[src/design/ess_pkg.sv]
// Package for the EEPROM store sequencer: map, defaults, states and carriers
package ess_pkg;
  // ------------------------------------------------------------
  // Register indices (byte address = 4 * index)
  // ------------------------------------------------------------
  localparam logic [11:0] IDX_P23_COUNT   = 12'h0E25;
  localparam logic [11:0] IDX_P23_START_H = 12'h0E26;
  localparam logic [11:0] IDX_P23_START_L = 12'h0E27;
  localparam logic [11:0] IDX_P45_COUNT   = 12'h0E28;
  localparam logic [11:0] IDX_P45_START_H = 12'h0E29;
  localparam logic [11:0] IDX_P45_START_L = 12'h0E2A;
  localparam logic [11:0] IDX_P67_COUNT   = 12'h0E2B;
  localparam logic [11:0] IDX_P67_START_H = 12'h0E2C;
  localparam logic [11:0] IDX_P67_START_L = 12'h0E2D;
  localparam logic [11:0] IDX_UPDATE_STEP = 12'h0E2E;
  localparam logic [11:0] IDX_TAIL_STEP   = 12'h0E2F;
  localparam logic [11:0] IDX_CTRL        = 12'h0E40;
  localparam logic [11:0] IDX_STATUS      = 12'h0E41;
  localparam logic [11:0] IDX_POINTER     = 12'h0E42;
  localparam logic [11:0] IDX_SP_FIRST    = IDX_P23_COUNT;
  localparam int          SP_DEPTH        = 11;
  localparam logic [3:0]  SP_LAST         = 4'hA;
  // ------------------------------------------------------------
  // Reset values of the scratch pad, in list order
  // ------------------------------------------------------------
  localparam logic [7:0]  RST_COUNT       = 8'h63;
  localparam logic [15:0] RST_P23_START   = 16'h0680;
  localparam logic [15:0] RST_P45_START   = 16'h0700;
  localparam logic [15:0] RST_P67_START   = 16'h0780;
  localparam logic [7:0]  INSTR_UPDATE    = 8'h80;
  localparam logic [7:0]  INSTR_END       = 8'hFF;
  // ------------------------------------------------------------
  // Field positions
  // ------------------------------------------------------------
  localparam int          CTRL_START_BIT  = 0;
  localparam int          CTRL_CLRDN_BIT  = 1;
  localparam int          STAT_BUSY_BIT   = 0;
  localparam int          STAT_DONE_BIT   = 1;
  localparam int          INSTR_KIND_BIT  = 7;
  localparam int          EE_ADDR_W       = 12;
  localparam logic [1:0]  HTRANS_NONSEQ   = 2'h2;
  localparam logic [31:14] HADDR_HI_ZERO  = 18'h0_0000;

  typedef enum logic [2:0] {
    ST_IDLE, ST_FETCH, ST_ADDR_HI, ST_ADDR_LO, ST_RD, ST_WAIT, ST_PUSH, ST_CSUM
  } ess_state_t;

  typedef struct packed {
    logic [EE_ADDR_W-1:0] addr;
    logic [7:0]           data;
  } ess_word_t;
endpackage

[src/design/ess_store_sequencer.sv]
// EEPROM store sequencer: scratch-pad instruction list, register-map copy, AHB-Lite slave
//
// Register access over AHB-Lite is this design's own decision.
`timescale 1ns/1ps
module ess_store_sequencer (
  input  wire logic                           CLK,
  input  wire logic                           RST_N,
  input  wire logic                           HSEL,
  input  wire logic [31:0]                    HADDR,
  input  wire logic [1:0]                     HTRANS,
  input  wire logic                           HWRITE,
  input  wire logic [2:0]                     HSIZE,
  input  wire logic [31:0]                    HWDATA,
  input  wire logic                           HREADY,
  output logic      [31:0]                    HRDATA,
  output logic                                HREADYOUT,
  output logic                                HRESP,
  output logic                                RM_RD,
  output logic      [15:0]                    RM_ADDR,
  input  wire logic [7:0]                     RM_RDATA,
  output logic                                EE_VALID,
  output ess_pkg::ess_word_t                  EE_WORD,
  input  wire logic                           EE_READY
);
  // ------------------------------------------------------------
  // State
  // ------------------------------------------------------------
  logic [7:0]                     sp_r [ess_pkg::SP_DEPTH];
  ess_pkg::ess_state_t            st_r;
  logic [3:0]                     idx_r;
  logic [ess_pkg::EE_ADDR_W-1:0]  ptr_r;
  logic [7:0]                     cnt_r;
  logic [15:0]                    src_r;
  logic [7:0]                     dat_r;
  logic [7:0]                     sum_r;
  logic                           done_r;
  logic                           wr_pend_r;
  logic [11:0]                    wr_idx_r;
  logic                           head_valid_r;
  ess_pkg::ess_word_t             head_r;
  logic                           skid_valid_r;
  ess_pkg::ess_word_t             skid_r;

  // ------------------------------------------------------------
  // Bus decode
  // ------------------------------------------------------------
  wire logic        addr_ph  = HSEL & HREADY & (HTRANS == ess_pkg::HTRANS_NONSEQ);
  wire logic        hi_ok    = (HADDR[31:14] == ess_pkg::HADDR_HI_ZERO);
  wire logic [11:0] a_idx    = HADDR[13:2];
  wire logic [11:0] a_off    = a_idx - ess_pkg::IDX_SP_FIRST;
  wire logic        a_in_sp  = hi_ok & (a_idx >= ess_pkg::IDX_SP_FIRST) & (a_off <= 12'(ess_pkg::SP_LAST));
  wire logic [11:0] w_off    = wr_idx_r - ess_pkg::IDX_SP_FIRST;
  wire logic        w_in_sp  = (wr_idx_r >= ess_pkg::IDX_SP_FIRST) & (w_off <= 12'(ess_pkg::SP_LAST));
  wire logic        w_ctrl   = wr_pend_r & (wr_idx_r == ess_pkg::IDX_CTRL);
  wire logic        busy     = (st_r != ess_pkg::ST_IDLE);
  wire logic        start    = w_ctrl & HWDATA[ess_pkg::CTRL_START_BIT] & ~busy;
  wire logic        clr_done = w_ctrl & HWDATA[ess_pkg::CTRL_CLRDN_BIT];
  wire logic [31:0] stat_w   = {30'h0000_0000, done_r, busy};
  wire logic [31:0] rd_word  = a_in_sp ? {24'h00_0000, sp_r[a_off[3:0]]} :
                               (hi_ok & a_idx == ess_pkg::IDX_STATUS) ? stat_w :
                               (hi_ok & a_idx == ess_pkg::IDX_POINTER) ?
                                 {20'h0_0000, ptr_r} : 32'h0000_0000;

  // ------------------------------------------------------------
  // Sequencer push path
  // ------------------------------------------------------------
  wire logic [7:0]  sp_byte  = sp_r[idx_r];
  wire logic        idx_ok   = (idx_r <= ess_pkg::SP_LAST);
  wire logic        in_ready = ~skid_valid_r;
  wire logic        scr_st   = (st_r == ess_pkg::ST_FETCH) | (st_r == ess_pkg::ST_ADDR_HI) |
                               (st_r == ess_pkg::ST_ADDR_LO);
  wire logic        push_v   = (scr_st & idx_ok) | (st_r == ess_pkg::ST_PUSH) | (st_r == ess_pkg::ST_CSUM);
  wire logic [7:0]  csum     = 8'h00 - sum_r;
  wire logic [7:0]  push_d   = scr_st ? sp_byte : (st_r == ess_pkg::ST_PUSH) ? dat_r : csum;
  wire logic        acc      = push_v & in_ready;
  wire logic        is_data  = ~sp_byte[ess_pkg::INSTR_KIND_BIT];
  wire logic        is_end   = (sp_byte == ess_pkg::INSTR_END);
  wire logic        pop      = head_valid_r & EE_READY;
  wire logic        head_tk  = ~head_valid_r | EE_READY;
  ess_pkg::ess_word_t push_w;
  assign push_w = '{addr: ptr_r, data: push_d};

  // ------------------------------------------------------------
  // Scratch pad and bus slave
  // ------------------------------------------------------------
  // default list
  always_ff @(posedge CLK or negedge RST_N) begin
    if (!RST_N) begin
      sp_r[0]  <= ess_pkg::RST_COUNT;
      sp_r[1]  <= ess_pkg::RST_P23_START[15:8];
      sp_r[2]  <= ess_pkg::RST_P23_START[7:0];
      sp_r[3]  <= ess_pkg::RST_COUNT;
      sp_r[4]  <= ess_pkg::RST_P45_START[15:8];
      sp_r[5]  <= ess_pkg::RST_P45_START[7:0];
      sp_r[6]  <= ess_pkg::RST_COUNT;
      sp_r[7]  <= ess_pkg::RST_P67_START[15:8];
      sp_r[8]  <= ess_pkg::RST_P67_START[7:0];
      sp_r[9]  <= ess_pkg::INSTR_UPDATE;
      sp_r[10] <= ess_pkg::INSTR_END;
    end else if (wr_pend_r & w_in_sp) begin
      sp_r[w_off[3:0]] <= HWDATA[7:0];
    end
  end

  always_ff @(posedge CLK or negedge RST_N) begin
    if (!RST_N) begin
      wr_pend_r <= 1'b0;
      wr_idx_r  <= 12'h000;
      HRDATA    <= 32'h0000_0000;
      HREADYOUT <= 1'b0;
      HRESP     <= 1'b0;
    end else begin
      wr_pend_r <= addr_ph & HWRITE & hi_ok;
      wr_idx_r  <= a_idx;
      HRDATA    <= (addr_ph & ~HWRITE) ? rd_word : 32'h0000_0000;
      HREADYOUT <= 1'b1;
      HRESP     <= 1'b0;
    end
  end

  // Done is sticky; a completion in the clearing cycle wins
  always_ff @(posedge CLK or negedge RST_N) begin
    if (!RST_N) begin
      done_r <= 1'b0;
    end else if ((st_r == ess_pkg::ST_FETCH) & acc & is_end) begin
      done_r <= 1'b1;
    end else if (clr_done) begin
      done_r <= 1'b0;
    end
  end

  // ------------------------------------------------------------
  // Sequencer
  // ------------------------------------------------------------
  always_ff @(posedge CLK or negedge RST_N) begin
    if (!RST_N) begin
      st_r    <= ess_pkg::ST_IDLE;
      idx_r   <= 4'h0;
      ptr_r   <= '0;
      cnt_r   <= 8'h00;
      src_r   <= 16'h0000;
      dat_r   <= 8'h00;
      sum_r   <= 8'h00;
      RM_RD   <= 1'b0;
      RM_ADDR <= 16'h0000;
    end else begin
      RM_RD <= 1'b0;
      unique case (st_r)
        ess_pkg::ST_IDLE: begin
          if (start) begin
            idx_r <= 4'h0;
            ptr_r <= '0;
            st_r  <= ess_pkg::ST_FETCH;
          end
        end
        ess_pkg::ST_FETCH: begin
          if (!idx_ok) begin
            st_r <= ess_pkg::ST_IDLE;
          end else if (acc) begin
            idx_r <= idx_r + 4'h1;
            if (is_end) begin
              ptr_r <= '0;
              st_r  <= ess_pkg::ST_IDLE;
            end else if (is_data) begin
              cnt_r <= sp_byte;
              ptr_r <= ptr_r + 1'b1;
              st_r  <= ess_pkg::ST_ADDR_HI;
            end else begin
              ptr_r <= ptr_r + 1'b1;
            end
          end
        end
        ess_pkg::ST_ADDR_HI: begin
          if (!idx_ok) begin
            st_r <= ess_pkg::ST_IDLE;
          end else if (acc) begin
            src_r[15:8] <= sp_byte;
            idx_r       <= idx_r + 4'h1;
            ptr_r       <= ptr_r + 1'b1;
            st_r        <= ess_pkg::ST_ADDR_LO;
          end
        end
        ess_pkg::ST_ADDR_LO: begin
          if (!idx_ok) begin
            st_r <= ess_pkg::ST_IDLE;
          end else if (acc) begin
            src_r[7:0] <= sp_byte;
            idx_r      <= idx_r + 4'h1;
            ptr_r      <= ptr_r + 1'b1;
            sum_r      <= 8'h00;
            st_r       <= ess_pkg::ST_RD;
          end
        end
        ess_pkg::ST_RD: begin
          RM_RD   <= 1'b1;
          RM_ADDR <= src_r;
          st_r    <= ess_pkg::ST_WAIT;
        end
        ess_pkg::ST_WAIT: begin
          if (!RM_RD) begin
            dat_r <= RM_RDATA;
            st_r  <= ess_pkg::ST_PUSH;
          end
        end
        ess_pkg::ST_PUSH: begin
          if (acc) begin
            sum_r <= sum_r + dat_r;
            ptr_r <= ptr_r + 1'b1;
            src_r <= src_r + 16'h0001;
            cnt_r <= cnt_r - 8'h01;
            st_r  <= (cnt_r == 8'h00) ? ess_pkg::ST_CSUM : ess_pkg::ST_RD;
          end
        end
        ess_pkg::ST_CSUM: begin
          if (acc) begin
            ptr_r <= ptr_r + 1'b1;
            st_r  <= ess_pkg::ST_FETCH;
          end
        end
      endcase
    end
  end

  // ------------------------------------------------------------
  // Two-entry buffer toward the EEPROM
  // ------------------------------------------------------------
  always_ff @(posedge CLK or negedge RST_N) begin
    if (!RST_N) begin
      head_valid_r <= 1'b0;
      head_r       <= '0;
      skid_valid_r <= 1'b0;
      skid_r       <= '0;
    end else if (head_tk) begin
      if (skid_valid_r) begin
        head_r       <= skid_r;
        head_valid_r <= 1'b1;
        skid_valid_r <= 1'b0;
      end else begin
        head_r       <= push_w;
        head_valid_r <= acc;
      end
    end else if (acc) begin
      skid_r       <= push_w;
      skid_valid_r <= 1'b1;
    end
  end

  assign EE_VALID = head_valid_r;
  assign EE_WORD  = head_r;

  // ------------------------------------------------------------
  // Assertions
  // ------------------------------------------------------------
  logic seen_r;
  always_ff @(posedge CLK or negedge RST_N) begin
    if (!RST_N) begin
      seen_r <= 1'b0;
    end else begin
      seen_r <= 1'b1;
    end
  end
endmodule // ess_store_sequencer

[config.mk]
export PLATFORM = sky130hd
export DESIGN_NAME = ess_store_sequencer
export DESIGN_NICKNAME = d
export VERILOG_FILES = /design/src/design/ess_pkg.sv /design/src/design/ess_store_sequencer.sv
export SDC_FILE = /design/constraint.sdc
export NUM_CORES = 1
export LEC_CHECK = 0
export ABC_AREA = 1
export BUFFER_PORTS_ARGS = -buffer_cell sky130_fd_sc_hd__buf_2
export CORE_MARGIN = 2
export CORE_UTILIZATION = 55
export CTS_BUF_LIST = sky130_fd_sc_hd__clkbuf_8 sky130_fd_sc_hd__clkbuf_16
export CTS_CLUSTER_DIAMETER = 120
export DETAILED_ROUTE_END_ITERATION = 8
export PLACE_DENSITY_LB_ADDON = 0.08
export SLEW_MARGIN = 20
export SYNTH_ARGS = -nofsm -noshare
export SYNTH_HDL_FRONTEND = slang
export SYNTH_SLANG_ARGS = --single-unit
[constraint.sdc]
create_clock -name CLK -period 6.9 [get_ports CLK]
set_input_delay 0.69 -clock CLK [delete_from_list [all_inputs] [get_ports CLK]]
set_output_delay 0.69 -clock CLK [all_outputs]
set_load 0.05 [all_outputs]
==> results.ini, run 1 <==
[placed_design]
io_buffers = 104
place_congestion = 0.9410
dp_hpwl_mm = 24.64

[setup_path]
cp-end-kind = flip-flop
crit_arrival_ps = 4510
crit_type = in -> reg
path_cells = buf_2 > clkinv_1 > ha_1 > inv_1 > o21ai_0 > nand2_1 > nand2_1 > o22ai_1 > o21ai_0 > nor2_1
cp-start-kind = input port
slowest_stage = clkinv_1
crit_fanout = 53
cp.required_ps = 7310
cpPeakStageDelay_ps = 960

[timing]
slew_headroom_pct = 37.96
setup_violations = 0
rsz0062_at_grt = no
fmax_mhz = 244.1
fin_crit_ps = 4097
worst-slew-pin-transition_ps = 930.5
setup-tns-final_ps = 0
hold_ws_ps = 197.7
skew_ps = 11.30
drv_slew = 0
hold_violations = 0
period_share_pct = 59.37

[power]
power.switching_w = 0.0007356
p_seq_share_pct = 46.0
power.internal_w = 0.002281
cellPowerDensity_nw_per_um2 = 203.9
pwr-share-clk_pct = 47.0
vdd.ir_drop.worst_mv = 0.1720
leakage_nw = 7.741
netSwitchingFraction_pct = 24.38
p_comb_share_pct = 7.0

[floorplanning]
dieHeight_um = 160.0
initial_core_util_pct = 55.52
core_area_um2 = 24110
die-width_um = 160.0
ios = 155
die-area_um2 = 25600
row_count = 57

[yosys]
ys_ff_latch = 233
yosys_warnings = 0
synth_top_cell_area_share_pct = 37.77
synth_cell_type_count = 50
synth_seq_area_share_pct = 43.86
syn_area_per_cell_um2 = 7.345
ys_async_sr_fraction_pct = 100.0
ys.flop_type = dfrtp_1
synth_edf_count = 0
syn_area_um2 = 13380
yosysTopAreaCell = dfrtp_1
ys_top_cells_by_area = dfrtp_1 38%, nand2_1 16%, o21ai_0 6.9%
synthCells = 1822

[clocking]
clk_pin_slew_ps = 60
cts-root-buf = clkbuf_16
postCtsSetupRepairBufs = 0
htreeDepth = 1
cts_hold_repair.buffers = 0
clockBufferDepth = 3
cts_tree = done
cts_buffers = 27
cts_resized = 0
insertion_delay_ps = 540
clock-sinks = 233

[layout]
final_layout_size_suffix_gt1_share_pct = 11.85
antenna_cells = 0
layout_common_cells = 553 x nand2_1, 202 x dfrtp_1, 185 x o21ai_0
nets = 1984
final_common_cell = nand2_1
syn_to_final_growth_pct = 10.56

[detailed_routing]
ant_nets = 0
vias = 12250
drtPass1Iterations = 5
wl_per_cell_um = 16.33
wl_mm = 36.30
drc = 0
drt_iter0_drc = 1005
vias_per_cell = 5.513

[global_routing]
gr-usage-met3_pct = 2.883
grt_use_total_pct = 28.49
groute.layer.met1.usage_pct = 40.27
grt_pass1_vias = 11429
gr-usage-met2_pct = 46.64
antenna_found_initial = 0
grt.overflow.total = 0
grt_pass1_wl_mm = 59.46
grt.busiest_layer = met2
grt_max_degree = 105

[hold_path]
hp-class = in -> async

[run_status]
status = finished, final reports clean

[job]
drv_cap = 0

## Yosys cell counts (2+ instances only)
| cell | instances |
|---|---|
| nand2_1 | 553 |
| dfrtp_1 | 202 |
| o21ai_0 | 185 |
| inv_1 | 162 |
| nor2_1 | 150 |
| nand3_1 | 108 |
| nand4_1 | 91 |
| a21oi_1 | 67 |
| clkbuf_1 | 56 |
| dfstp_2 | 31 |
| buf_4 | 27 |
| ha_1 | 22 |
| xor2_1 | 21 |
| buf_2 | 18 |
| nor3_1 | 15 |
| o22ai_1 | 13 |
| a22oi_1 | 9 |
| buf_6 | 9 |
| a31oi_1 | 8 |
| inv_2 | 6 |
| nand3_2 | 6 |
| xnor2_1 | 6 |
| nor4_1 | 5 |
| clkinv_1 | 4 |
| nand3b_1 | 4 |
| o211ai_1 | 4 |
| o31ai_1 | 4 |
| or2_2 | 4 |
| mux2_2 | 3 |
| nand2_2 | 3 |
| nor2_2 | 3 |
| and2_1 | 2 |
| buf_1 | 2 |
| conb_1 | 2 |
| nor3b_1 | 2 |
## per-layer routing
metal  share of wire (%)  vias up
li1                    -     6021
met1                  45     5797
met2                  46      356
met3                 5.1       76
met4                 3.3        0
met5                   0        -
## power groups by stage
stage / Sequential (W) / Clock, W / Combinational, W
2_1_floorplan: 0.00141 / 0 / 0.000131
3_3_place_gp: 0.00141 / 0 / 0.000208
3_5_place_dp: 0.00141 / 0 / 0.000210
4_1_cts: 0.00139 / 0.00144 / 0.000211
5_1_grt: 0.00139 / 0.00150 / 0.000233
6_report: 0.00139 / 0.00142 / 0.000211
## registers in the layout, indices dropped and copies added, names as in the netlist, 12 cells and up
register	count
EE_WORD	20
HRDATA	12
RM_ADDR	16
ptr_r	12
skid_r	20
sp_r	88
src_r	16
wr_idx_r	12
## cells by family after synthesis
| family | synth area share, % |
|---|---|
| AO/OA/AOI/OAI | 11.79 |
| XOR/XNOR | 1.767 |
| adder cells (fa/ha/maj) | 2.206 |
| buffers and inverters | 9.508 |
| flip-flops | 43.86 |
| multiplexers | 0.2524 |
| other | 0.05612 |
| AND/OR/NAND/NOR | 30.56 |
## through the flow
step	setup WS, ps	total power, W	instance area, um^2	instances	utilization, %
after floorplan	4414	0.001540	13460	1842	-
after global placement	2397	0.001618	13910	2173	57.69
after detailed placement	2378	0.001620	13910	2173	57.69
after CTS	2908	0.003040	14790	2222	61.37
after global routing	2520	0.003122	14800	2222	61.38
final	2803	0.003017	14800	2222	61.38
## critical path, delay by kind of cell
kind	cells	cell delay [ps]
adder cells (fa/ha/maj)	1	910
buffers and inverters	3	1960
AO/OA/AOI/OAI	3	660
AND/OR/NAND/NOR	3	260
## cell type report
cell class / count / area (um^2)
Clock inverter: 15 / 115.1
Fill cell: 2313 / 9310
Tap cell: 324 / 405.4
Multi-Input combinational cell: 1324 / 6325
Sequential cell: 233 / 5869
Inverter: 172 / 645.6
Timing Repair Buffer: 120 / 663.1
Clock buffer: 34 / 772.0
## final timing paths
kind / from / endpoint / slack, ps / depth (start not counted)
max in group asynchronous: RST_N / sp_r[28] / 5250 / 2
max reg2reg: idx_r[0] / skid_r[16] / 3250 / 11
min in group CLK: HADDR[12] / wr_idx_r[10] / 270 / 1
min: RST_N / EE_WORD[14] / 200 / 1
max: HADDR[2] / HRDATA[5] / 2800 / 10
min reg2reg: RM_ADDR[12] / RM_ADDR[12] / 470 / 2
No activity file was read; power rests on OpenSTA's default activity.
==> run 2, diff against run 1 <==
==> constraint.sdc (replaced) <==
create_clock -name CLK -period 3.9 [get_ports CLK]
set_input_delay 0.39 -clock CLK [delete_from_list [all_inputs] [get_ports CLK]]
set_output_delay 0.39 -clock CLK [all_outputs]
set_load 0.05 [all_outputs]
==> results.ini, run 2 (synthesis gave the netlist of run 1 again) <==
[placed_design]
place_inst = 2182  ; was 2173
place_ws_ps = 713.3  ; was 2378 ps
dp_hpwl_mm = 25.14  ; was 24.64 mm
io_buffers = 104  ; unchanged
place_congestion = 0.8968  ; was 0.9410

[layout]
fillers = 2309  ; was 2313
syn_to_final_growth_pct = 11.00  ; was 10.56%
antenna_cells = 0  ; unchanged
final_cells = 2234  ; was 2222
largest_reg_flops = 88  ; unchanged
top_register = sp_r  ; unchanged
nets = 1996  ; was 1984
layout_common_cells = 553 x nand2_1, 202 x dfrtp_1, 185 x o21ai_0  ; unchanged
final_common_cell = nand2_1  ; unchanged
final_layout_size_suffix_gt1_share_pct = 12.04  ; was 11.85%

[clocking]
cts-root-buf = clkbuf_16  ; unchanged
insertion_delay_ps = 540  ; about the same
clockBufferDepth = 3  ; unchanged
htreeDepth = 1  ; unchanged
cts_resized = 0  ; unchanged
cts_tree = done  ; unchanged
clk_pin_slew_ps = 60  ; about the same
cts_buffers = 26  ; was 27
cts_hold_repair.buffers = 4  ; was 0
postCtsSetupRepairBufs = 0  ; unchanged
clock-sinks = 233  ; unchanged

[run_status]
status = finished, final reports clean  ; unchanged

[timing]
drv_slew = 0  ; unchanged
rsz0062_at_grt = no  ; unchanged
skew_ps = 16.08  ; was 11.30 ps
slew_headroom_pct = 29.16  ; was 37.96%
period_share_pct = 82.05
hold_violations = 0  ; unchanged
hold_ws_ps = 29.30  ; was 197.7 ps
setup_ws_ps = 700.0  ; was 2803 ps
fin_crit_ps = 3200
fmax_mhz = 312.5
worst-slew-pin-transition_ps = 1059  ; was 930.5 ps
setup_violations = 0  ; unchanged
setup-tns-final_ps = 0  ; unchanged

[setup_path]
cp-end-kind = flip-flop  ; unchanged
crit_arrival_ps = 3620  ; was 4510 ps
r2r_start = idx_r[1]  ; was idx_r[0]
crit_fanout = 35  ; was 53
crit_type = reg -> reg  ; was in -> reg
cp-start-kind = flip-flop  ; was input port
cp.required_ps = 4320  ; was 7310 ps
r2r_end = skid_r[1]  ; was skid_r[16]
reg2reg_slack_ps = 700  ; was 3250 ps
ff2ff_path_depth = 9  ; was 11

[power]
power.switching_w = 0.001296  ; was 0.0007356 W
netSwitchingFraction_pct = 24.80  ; was 24.38%
pwr-share-clk_pct = 45.5  ; was 47.0%
leakage_nw = 7.781  ; was 7.741 nW
cellPowerDensity_nw_per_um2 = 351.7  ; was 203.9 nW/um^2
p_seq_share_pct = 47.0  ; was 46.0%
p_comb_share_pct = 7.5  ; was 7.0%
power.internal_w = 0.003929  ; was 0.002281 W
vdd.ir_drop.worst_mv = 0.3016  ; was 0.1720 mV

[hold_path]
min_to = wr_idx_r[6]
hp-class = in -> reg  ; was in -> async
hp-start = HADDR[8]
worstHoldPathCells = 1

[detailed_routing]
wl_mm = 36.73  ; was 36.30 mm
drt_iter0_drc = 1001  ; was 1005
vias_per_cell = 5.570  ; was 5.513
drc = 0  ; unchanged
vias = 12443  ; was 12250
ant_nets = 0  ; unchanged
wl_per_cell_um = 16.44  ; was 16.33 um
drtPass1Iterations = 5  ; unchanged

[job]
drv_cap = 0  ; unchanged

[global_routing]
grt_max_degree = 90  ; was 105
grt_use_total_pct = 28.96  ; was 28.49%
grt.overflow.total = 0  ; unchanged
grt_pass1_vias = 11715  ; was 11429
antenna_found_initial = 0  ; unchanged
grt_pass1_wl_mm = 60.69  ; was 59.46 mm

[floorplanning]
initial_core_util_pct = 55.52  ; unchanged
dieHeight_um = 160.0  ; unchanged
die-area_um2 = 25600  ; unchanged
row_count = 57  ; unchanged
ios = 155  ; unchanged
die-width_um = 160.0  ; unchanged
core_area_um2 = 24110  ; unchanged

==> run 2: metal layers <==
metal  vias up  global-route usage, %  share of wire (%)
met3        72                  3.325                5.6
met1      5908                  41.79                 45
li1       6057                      -                  -
met5         -                      0                  0
met4         0                  8.640                2.6
met2       406                  46.34                 47
==> run 2: worst max-delay path, cell delays in order, from the launching register on <==
cell,delay (ps)
dfrtp_1,810
ha_1,270
inv_1,40
nand2_1,50
a21oi_1,140
nand2_1,160
nand3_2,180
nor2_2,280
clkinv_1,720
o21ai_0,430
==> run 2: metrics by stage <==
step / cell area [um^2] / power, W / utilization, %
floorplan: 13460 / 0.002725 / -
global placement: 13990 / 0.002878 / 58.02
detailed placement: 13990 / 0.002882 / 58.02
CTS: 14860 / 0.005263 / 61.63
global route: 14860 / 0.005392 / 61.63
finish: 14860 / 0.005224 / 61.63
==> run 2: layout make-up <==
cell class              count  area, um^2  area share [%]
inverters                 172       645.6           4.346
multi-input cells        1324        6322           42.56
flip-flops and latches    233        5869           39.51
clock inverters            20       140.1          0.9433
repair buffers            133       783.3           5.272
well taps                 324       405.4           2.729
clock buffers              28       689.4           4.641
==> run 2: worst max-delay path by stage <==
stage	startpoint	end	cells after the start
2_1_floorplan	idx_r[0]	src_r[15]	15
3_3_place_gp	idx_r[1]	skid_r[18]	9
3_5_place_dp	idx_r[1]	skid_r[1]	9
4_1_cts	idx_r[1]	skid_r[1]	9
5_1_grt	idx_r[1]	skid_r[10]	9
6_report	idx_r[1]	skid_r[1]	9
==> run 2: power groups by stage <==
stage / logic [W] / clock network [W] / registers (W)
finish: 0.000394 / 0.00238 / 0.00245
global route: 0.000432 / 0.00251 / 0.00245
CTS: 0.000392 / 0.00242 / 0.00245
detailed placement: 0.000387 / 0 / 0.00249
global placement: 0.000383 / 0 / 0.00249
floorplan: 0.000231 / 0 / 0.00249
==> run 3, diff against run 2 <==
--- a/config.mk
+++ b/config.mk
@@ -5,10 +5,10 @@
 export SDC_FILE = /design/constraint.sdc
 export NUM_CORES = 1
 export LEC_CHECK = 0
-export ABC_AREA = 1
+export ABC_AREA = 0
 export BUFFER_PORTS_ARGS = -buffer_cell sky130_fd_sc_hd__buf_2
 export CORE_MARGIN = 2
-export CORE_UTILIZATION = 55
+export CORE_UTILIZATION = 53
 export CTS_BUF_LIST = sky130_fd_sc_hd__clkbuf_8 sky130_fd_sc_hd__clkbuf_16
 export CTS_CLUSTER_DIAMETER = 120
 export DETAILED_ROUTE_END_ITERATION = 8
==> constraint.sdc (replaced) <==
create_clock -name CLK -period 2.8 [get_ports CLK]
set_input_delay 0.28 -clock CLK [delete_from_list [all_inputs] [get_ports CLK]]
set_output_delay 0.28 -clock CLK [all_outputs]
set_load 0.05 [all_outputs]
==> results.ini, run 3 <==
[yosys]
synth_seq_area_share_pct = 47.14  ; was 43.86%
ys_ff_latch = 233  ; unchanged
synth_cell_type_count = 75  ; was 50
synthCells = 1163  ; was 1822
yosys_warnings = 0  ; unchanged
ys_top_cells_by_count = 202 x dfrtp_1, 157 x nand2_1, 124 x mux2_2  ; was 553 x nand2_1, 202 x dfrtp_1, 185 x o21ai_0
ys_async_sr_fraction_pct = 100.0  ; unchanged
syn_area_per_cell_um2 = 10.71  ; was 7.345 um^2
synth_edf_count = 0  ; unchanged
syn_area_um2 = 12450  ; was 13380 um^2
yosysTopAreaCell = dfrtp_1  ; unchanged
ys_top_cells_by_area = dfrtp_1 41%, mux2_2 11%, dfstp_2 6.5%  ; was dfrtp_1 38%, nand2_1 16%, o21ai_0 6.9%
ys.flop_type = dfrtp_1  ; unchanged
post-synth-top-count-cell = dfrtp_1  ; was nand2_1
synth_top_cell_area_share_pct = 40.60  ; was 37.77%

[floorplanning]
die-width_um = 157.3  ; was 160.0 um
row_count = 56  ; was 57
ios = 155  ; unchanged
die-area_um2 = 24730  ; was 25600 um^2
initial_core_util_pct = 53.52  ; was 55.52%
core_area_um2 = 23260  ; was 24110 um^2
dieHeight_um = 157.3  ; was 160.0 um

[clocking]
cts_buffers = 26  ; unchanged
cts-root-buf = clkbuf_16  ; unchanged
htreeDepth = 1  ; unchanged
insertion_delay_ps = 530  ; was 540 ps
clockBufferDepth = 3  ; unchanged
cts_tree = done  ; unchanged
clock-sinks = 233  ; unchanged
clk_pin_slew_ps = 60  ; about the same

[timing]
drv_slew = 0  ; unchanged
skew_ps = 14.77  ; was 16.08 ps
period_share_pct = 97.23  ; was 82.05%
worst-slew-pin-transition_ps = 916.2  ; was 1059 ps
setup_violations = 0  ; unchanged
slew_headroom_pct = 38.28  ; was 29.16%
hold_violations = 0  ; unchanged
fmax_mhz = 367.3  ; was 312.5 MHz
fin_crit_ps = 2723  ; was 3200 ps
hold_ws_ps = 20.26  ; was 29.30 ps
setup-tns-final_ps = 0  ; unchanged

[layout]
syn_to_final_growth_pct = 19.26  ; was 11.00%
antenna_cells = 0  ; unchanged
final_layout_size_suffix_gt1_share_pct = 31.11  ; was 12.04%
final_common_cell = dfrtp_1  ; was nand2_1
top_register = sp_r  ; unchanged
layout_common_cells = 200 x dfrtp_1, 157 x nand2_1, 123 x mux2_2  ; was 553 x nand2_1, 202 x dfrtp_1, 185 x o21ai_0
largest_reg_flops = 88  ; unchanged
postLayoutCoreUtil_pct = 63.83  ; was 61.63%
nets = 1423  ; was 1996

[setup_path]
slowest_stage = or4_4  ; was dfrtp_1
r2r_start = idx_r[0]  ; was idx_r[1]
crit_fanout = 6  ; was 35
cpPeakStageDelay_ps = 590  ; was 810 ps
cp.required_ps = 3210  ; was 4320 ps
path_cells = buf_6 > mux4_2 > nor2_2 > o32ai_2 > nand4_1 > or4_4 > a21o_1 > and3b_1 > a221o_1  ; was ha_1 > inv_1 > nand2_1 > a21oi_1 > nand2_1 > nand3_2 > nor2_2 > clkinv_1 > o21ai_0
cp-start-kind = flip-flop  ; unchanged
crit_arrival_ps = 3130  ; was 3620 ps
ff2ff_path_depth = 9  ; unchanged
crit_type = reg -> reg  ; unchanged
cp-end-kind = flip-flop  ; unchanged
reg2reg_slack_ps = 80  ; was 700 ps
r2r_end = ptr_r[2]  ; was skid_r[1]

[detailed_routing]
ant_nets = 0  ; unchanged
drtPass1Iterations = 5  ; unchanged
vias_per_cell = 5.672  ; was 5.570
drt_iter0_drc = 747  ; was 1001
vias = 9393  ; was 12443
drc = 0  ; unchanged
wl_per_cell_um = 18.42  ; was 16.44 um
wl_mm = 30.50  ; was 36.73 mm

[run_status]
status = finished, final reports clean  ; unchanged

[hold_path]
min_to = wr_pend_r  ; was wr_idx_r[6]
worstHoldPathCells = 2  ; was 1
hp-class = in -> reg  ; unchanged
hp-start = HWRITE  ; was HADDR[8]

[global_routing]
grt.overflow.total = 0  ; unchanged
grt_max_degree = 81  ; was 90
antenna_found_initial = 0  ; unchanged
grt_pass1_wl_mm = 49.13  ; was 60.69 mm
grt_pass1_vias = 9092  ; was 11715
grt_use_total_pct = 25.07  ; was 28.96%

[power]
leakage_nw = 6.593  ; was 7.781 nW
cellPowerDensity_nw_per_um2 = 1001  ; was 351.7 nW/um^2
vdd.ir_drop.worst_mv = 0.8707  ; was 0.3016 mV

[placed_design]
io_buffers = 104  ; unchanged
place_congestion = 0.8644  ; was 0.8968
dp_hpwl_mm = 21.38  ; was 25.14 mm

[job]
drv_cap = 0  ; unchanged

run 3: cell count changes in the layout (fill, tap and decap cells not counted), moves of 17 or more:
| cell | before | now |
|---|---|---|
| a21oi_1 | 67 | 50 |
| a22o_1 | 0 | 17 |
| buf_4 | 23 | 56 |
| dlygate4sd3_1 | 4 | 21 |
| inv_1 | 172 | 17 |
| mux2_2 | 3 | 123 |
| mux2i_1 | 0 | 44 |
| mux4_2 | 0 | 24 |
| nand2_1 | 553 | 157 |
| nand3_1 | 108 | 18 |
| nand4_1 | 91 | 6 |
| nor2_1 | 148 | 88 |
| o21ai_0 | 185 | 70 |
run 3: power breakdown:
part / switching [W] / leakage [nW] / internal (W)
combinational: 0.00367 / 3.30 / 0.00244
sequential: 0.000763 / 2.80 / 0.00415
clock: 0.00140 / 0.493 / 0.00245
run 3: repair_timing:
action / CTS / global route
gates resized for setup: 2 / 14
endpoints found under the setup margin: 18 / 27
hold endpoints to repair: 88 / 0
hold buffers: 21 / 0
buffers inserted: 0 / 2
pin swaps: 0 / 4
run 3: worst max-delay path by stage:
stage	depth (start not counted)	endpoint	start
6_report	9	ptr_r[2]	idx_r[0]
4_1_cts	9	ptr_r[2]	idx_r[0]
3_3_place_gp	10	skid_r[18]	idx_r[0]
2_1_floorplan	11	HRDATA[1]	HADDR[2]
5_1_grt	9	ptr_r[2]	idx_r[0]
3_5_place_dp	10	skid_r[13]	idx_r[0]
run 3: area by class of cell:
class	count	area [um^2]
clock inverters	12	193.9
clock buffers	36	799.5
fillers	1911	8413
well taps	319	399.1
flip-flops and latches	233	5872
multi-input cells	847	6195
inverters	19	75.07
repair buffers	190	1315
run 3: cell families (layout without fill, tap and decap cells):
logic type,after synthesis,in the layout,synth area share (%)
adder cells (fa/ha/maj),23,23,2.372
multiplexers,196,196,19.97
XOR/XNOR,19,19,1.337
flip-flops,233,233,47.14
AO/OA/AOI/OAI,235,235,12.29
other,2,22,0.06032
AND/OR/NAND/NOR,352,352,12.66
buffers and inverters,103,257,4.170
run 3: through the flow:
| stage | cell area [um^2] | cells | total power [W] | setup WS [ps] |
|---|---|---|---|---|
| 2_1_floorplan | 12540 | 1183 | 0.009171 | 20.24 |
| 3_3_place_gp | 13580 | 1585 | 0.01079 | 27.95 |
| 3_5_place_dp | 13580 | 1585 | 0.01093 | -22.87 |
| 4_1_cts | 14790 | 1654 | 0.01485 | 56.70 |
| 5_1_grt | 14850 | 1656 | 0.01582 | -1.085 |
| 6_report | 14850 | 1656 | 0.01486 | 77.46 |
run 3: per-layer routing:
layer / up-vias / GRT usage (%) / wire length, um
li1: 4482 / - / -
met1: 4622 / 37.08 / 14320
met2: 249 / 39.72 / 14110
met3: 40 / 3.111 / 1517
met4: 0 / 5.758 / 551
met5: - / 0 / 0
run 3: critical path: cells and delay by family, from the launching register on:
kind                   cells  cell delay [ps]
AO/OA/AOI/OAI              3              700
buffers and inverters      1              150
flip-flops                 1              480
multiplexers               1              330
AND/OR/NAND/NOR            4              940
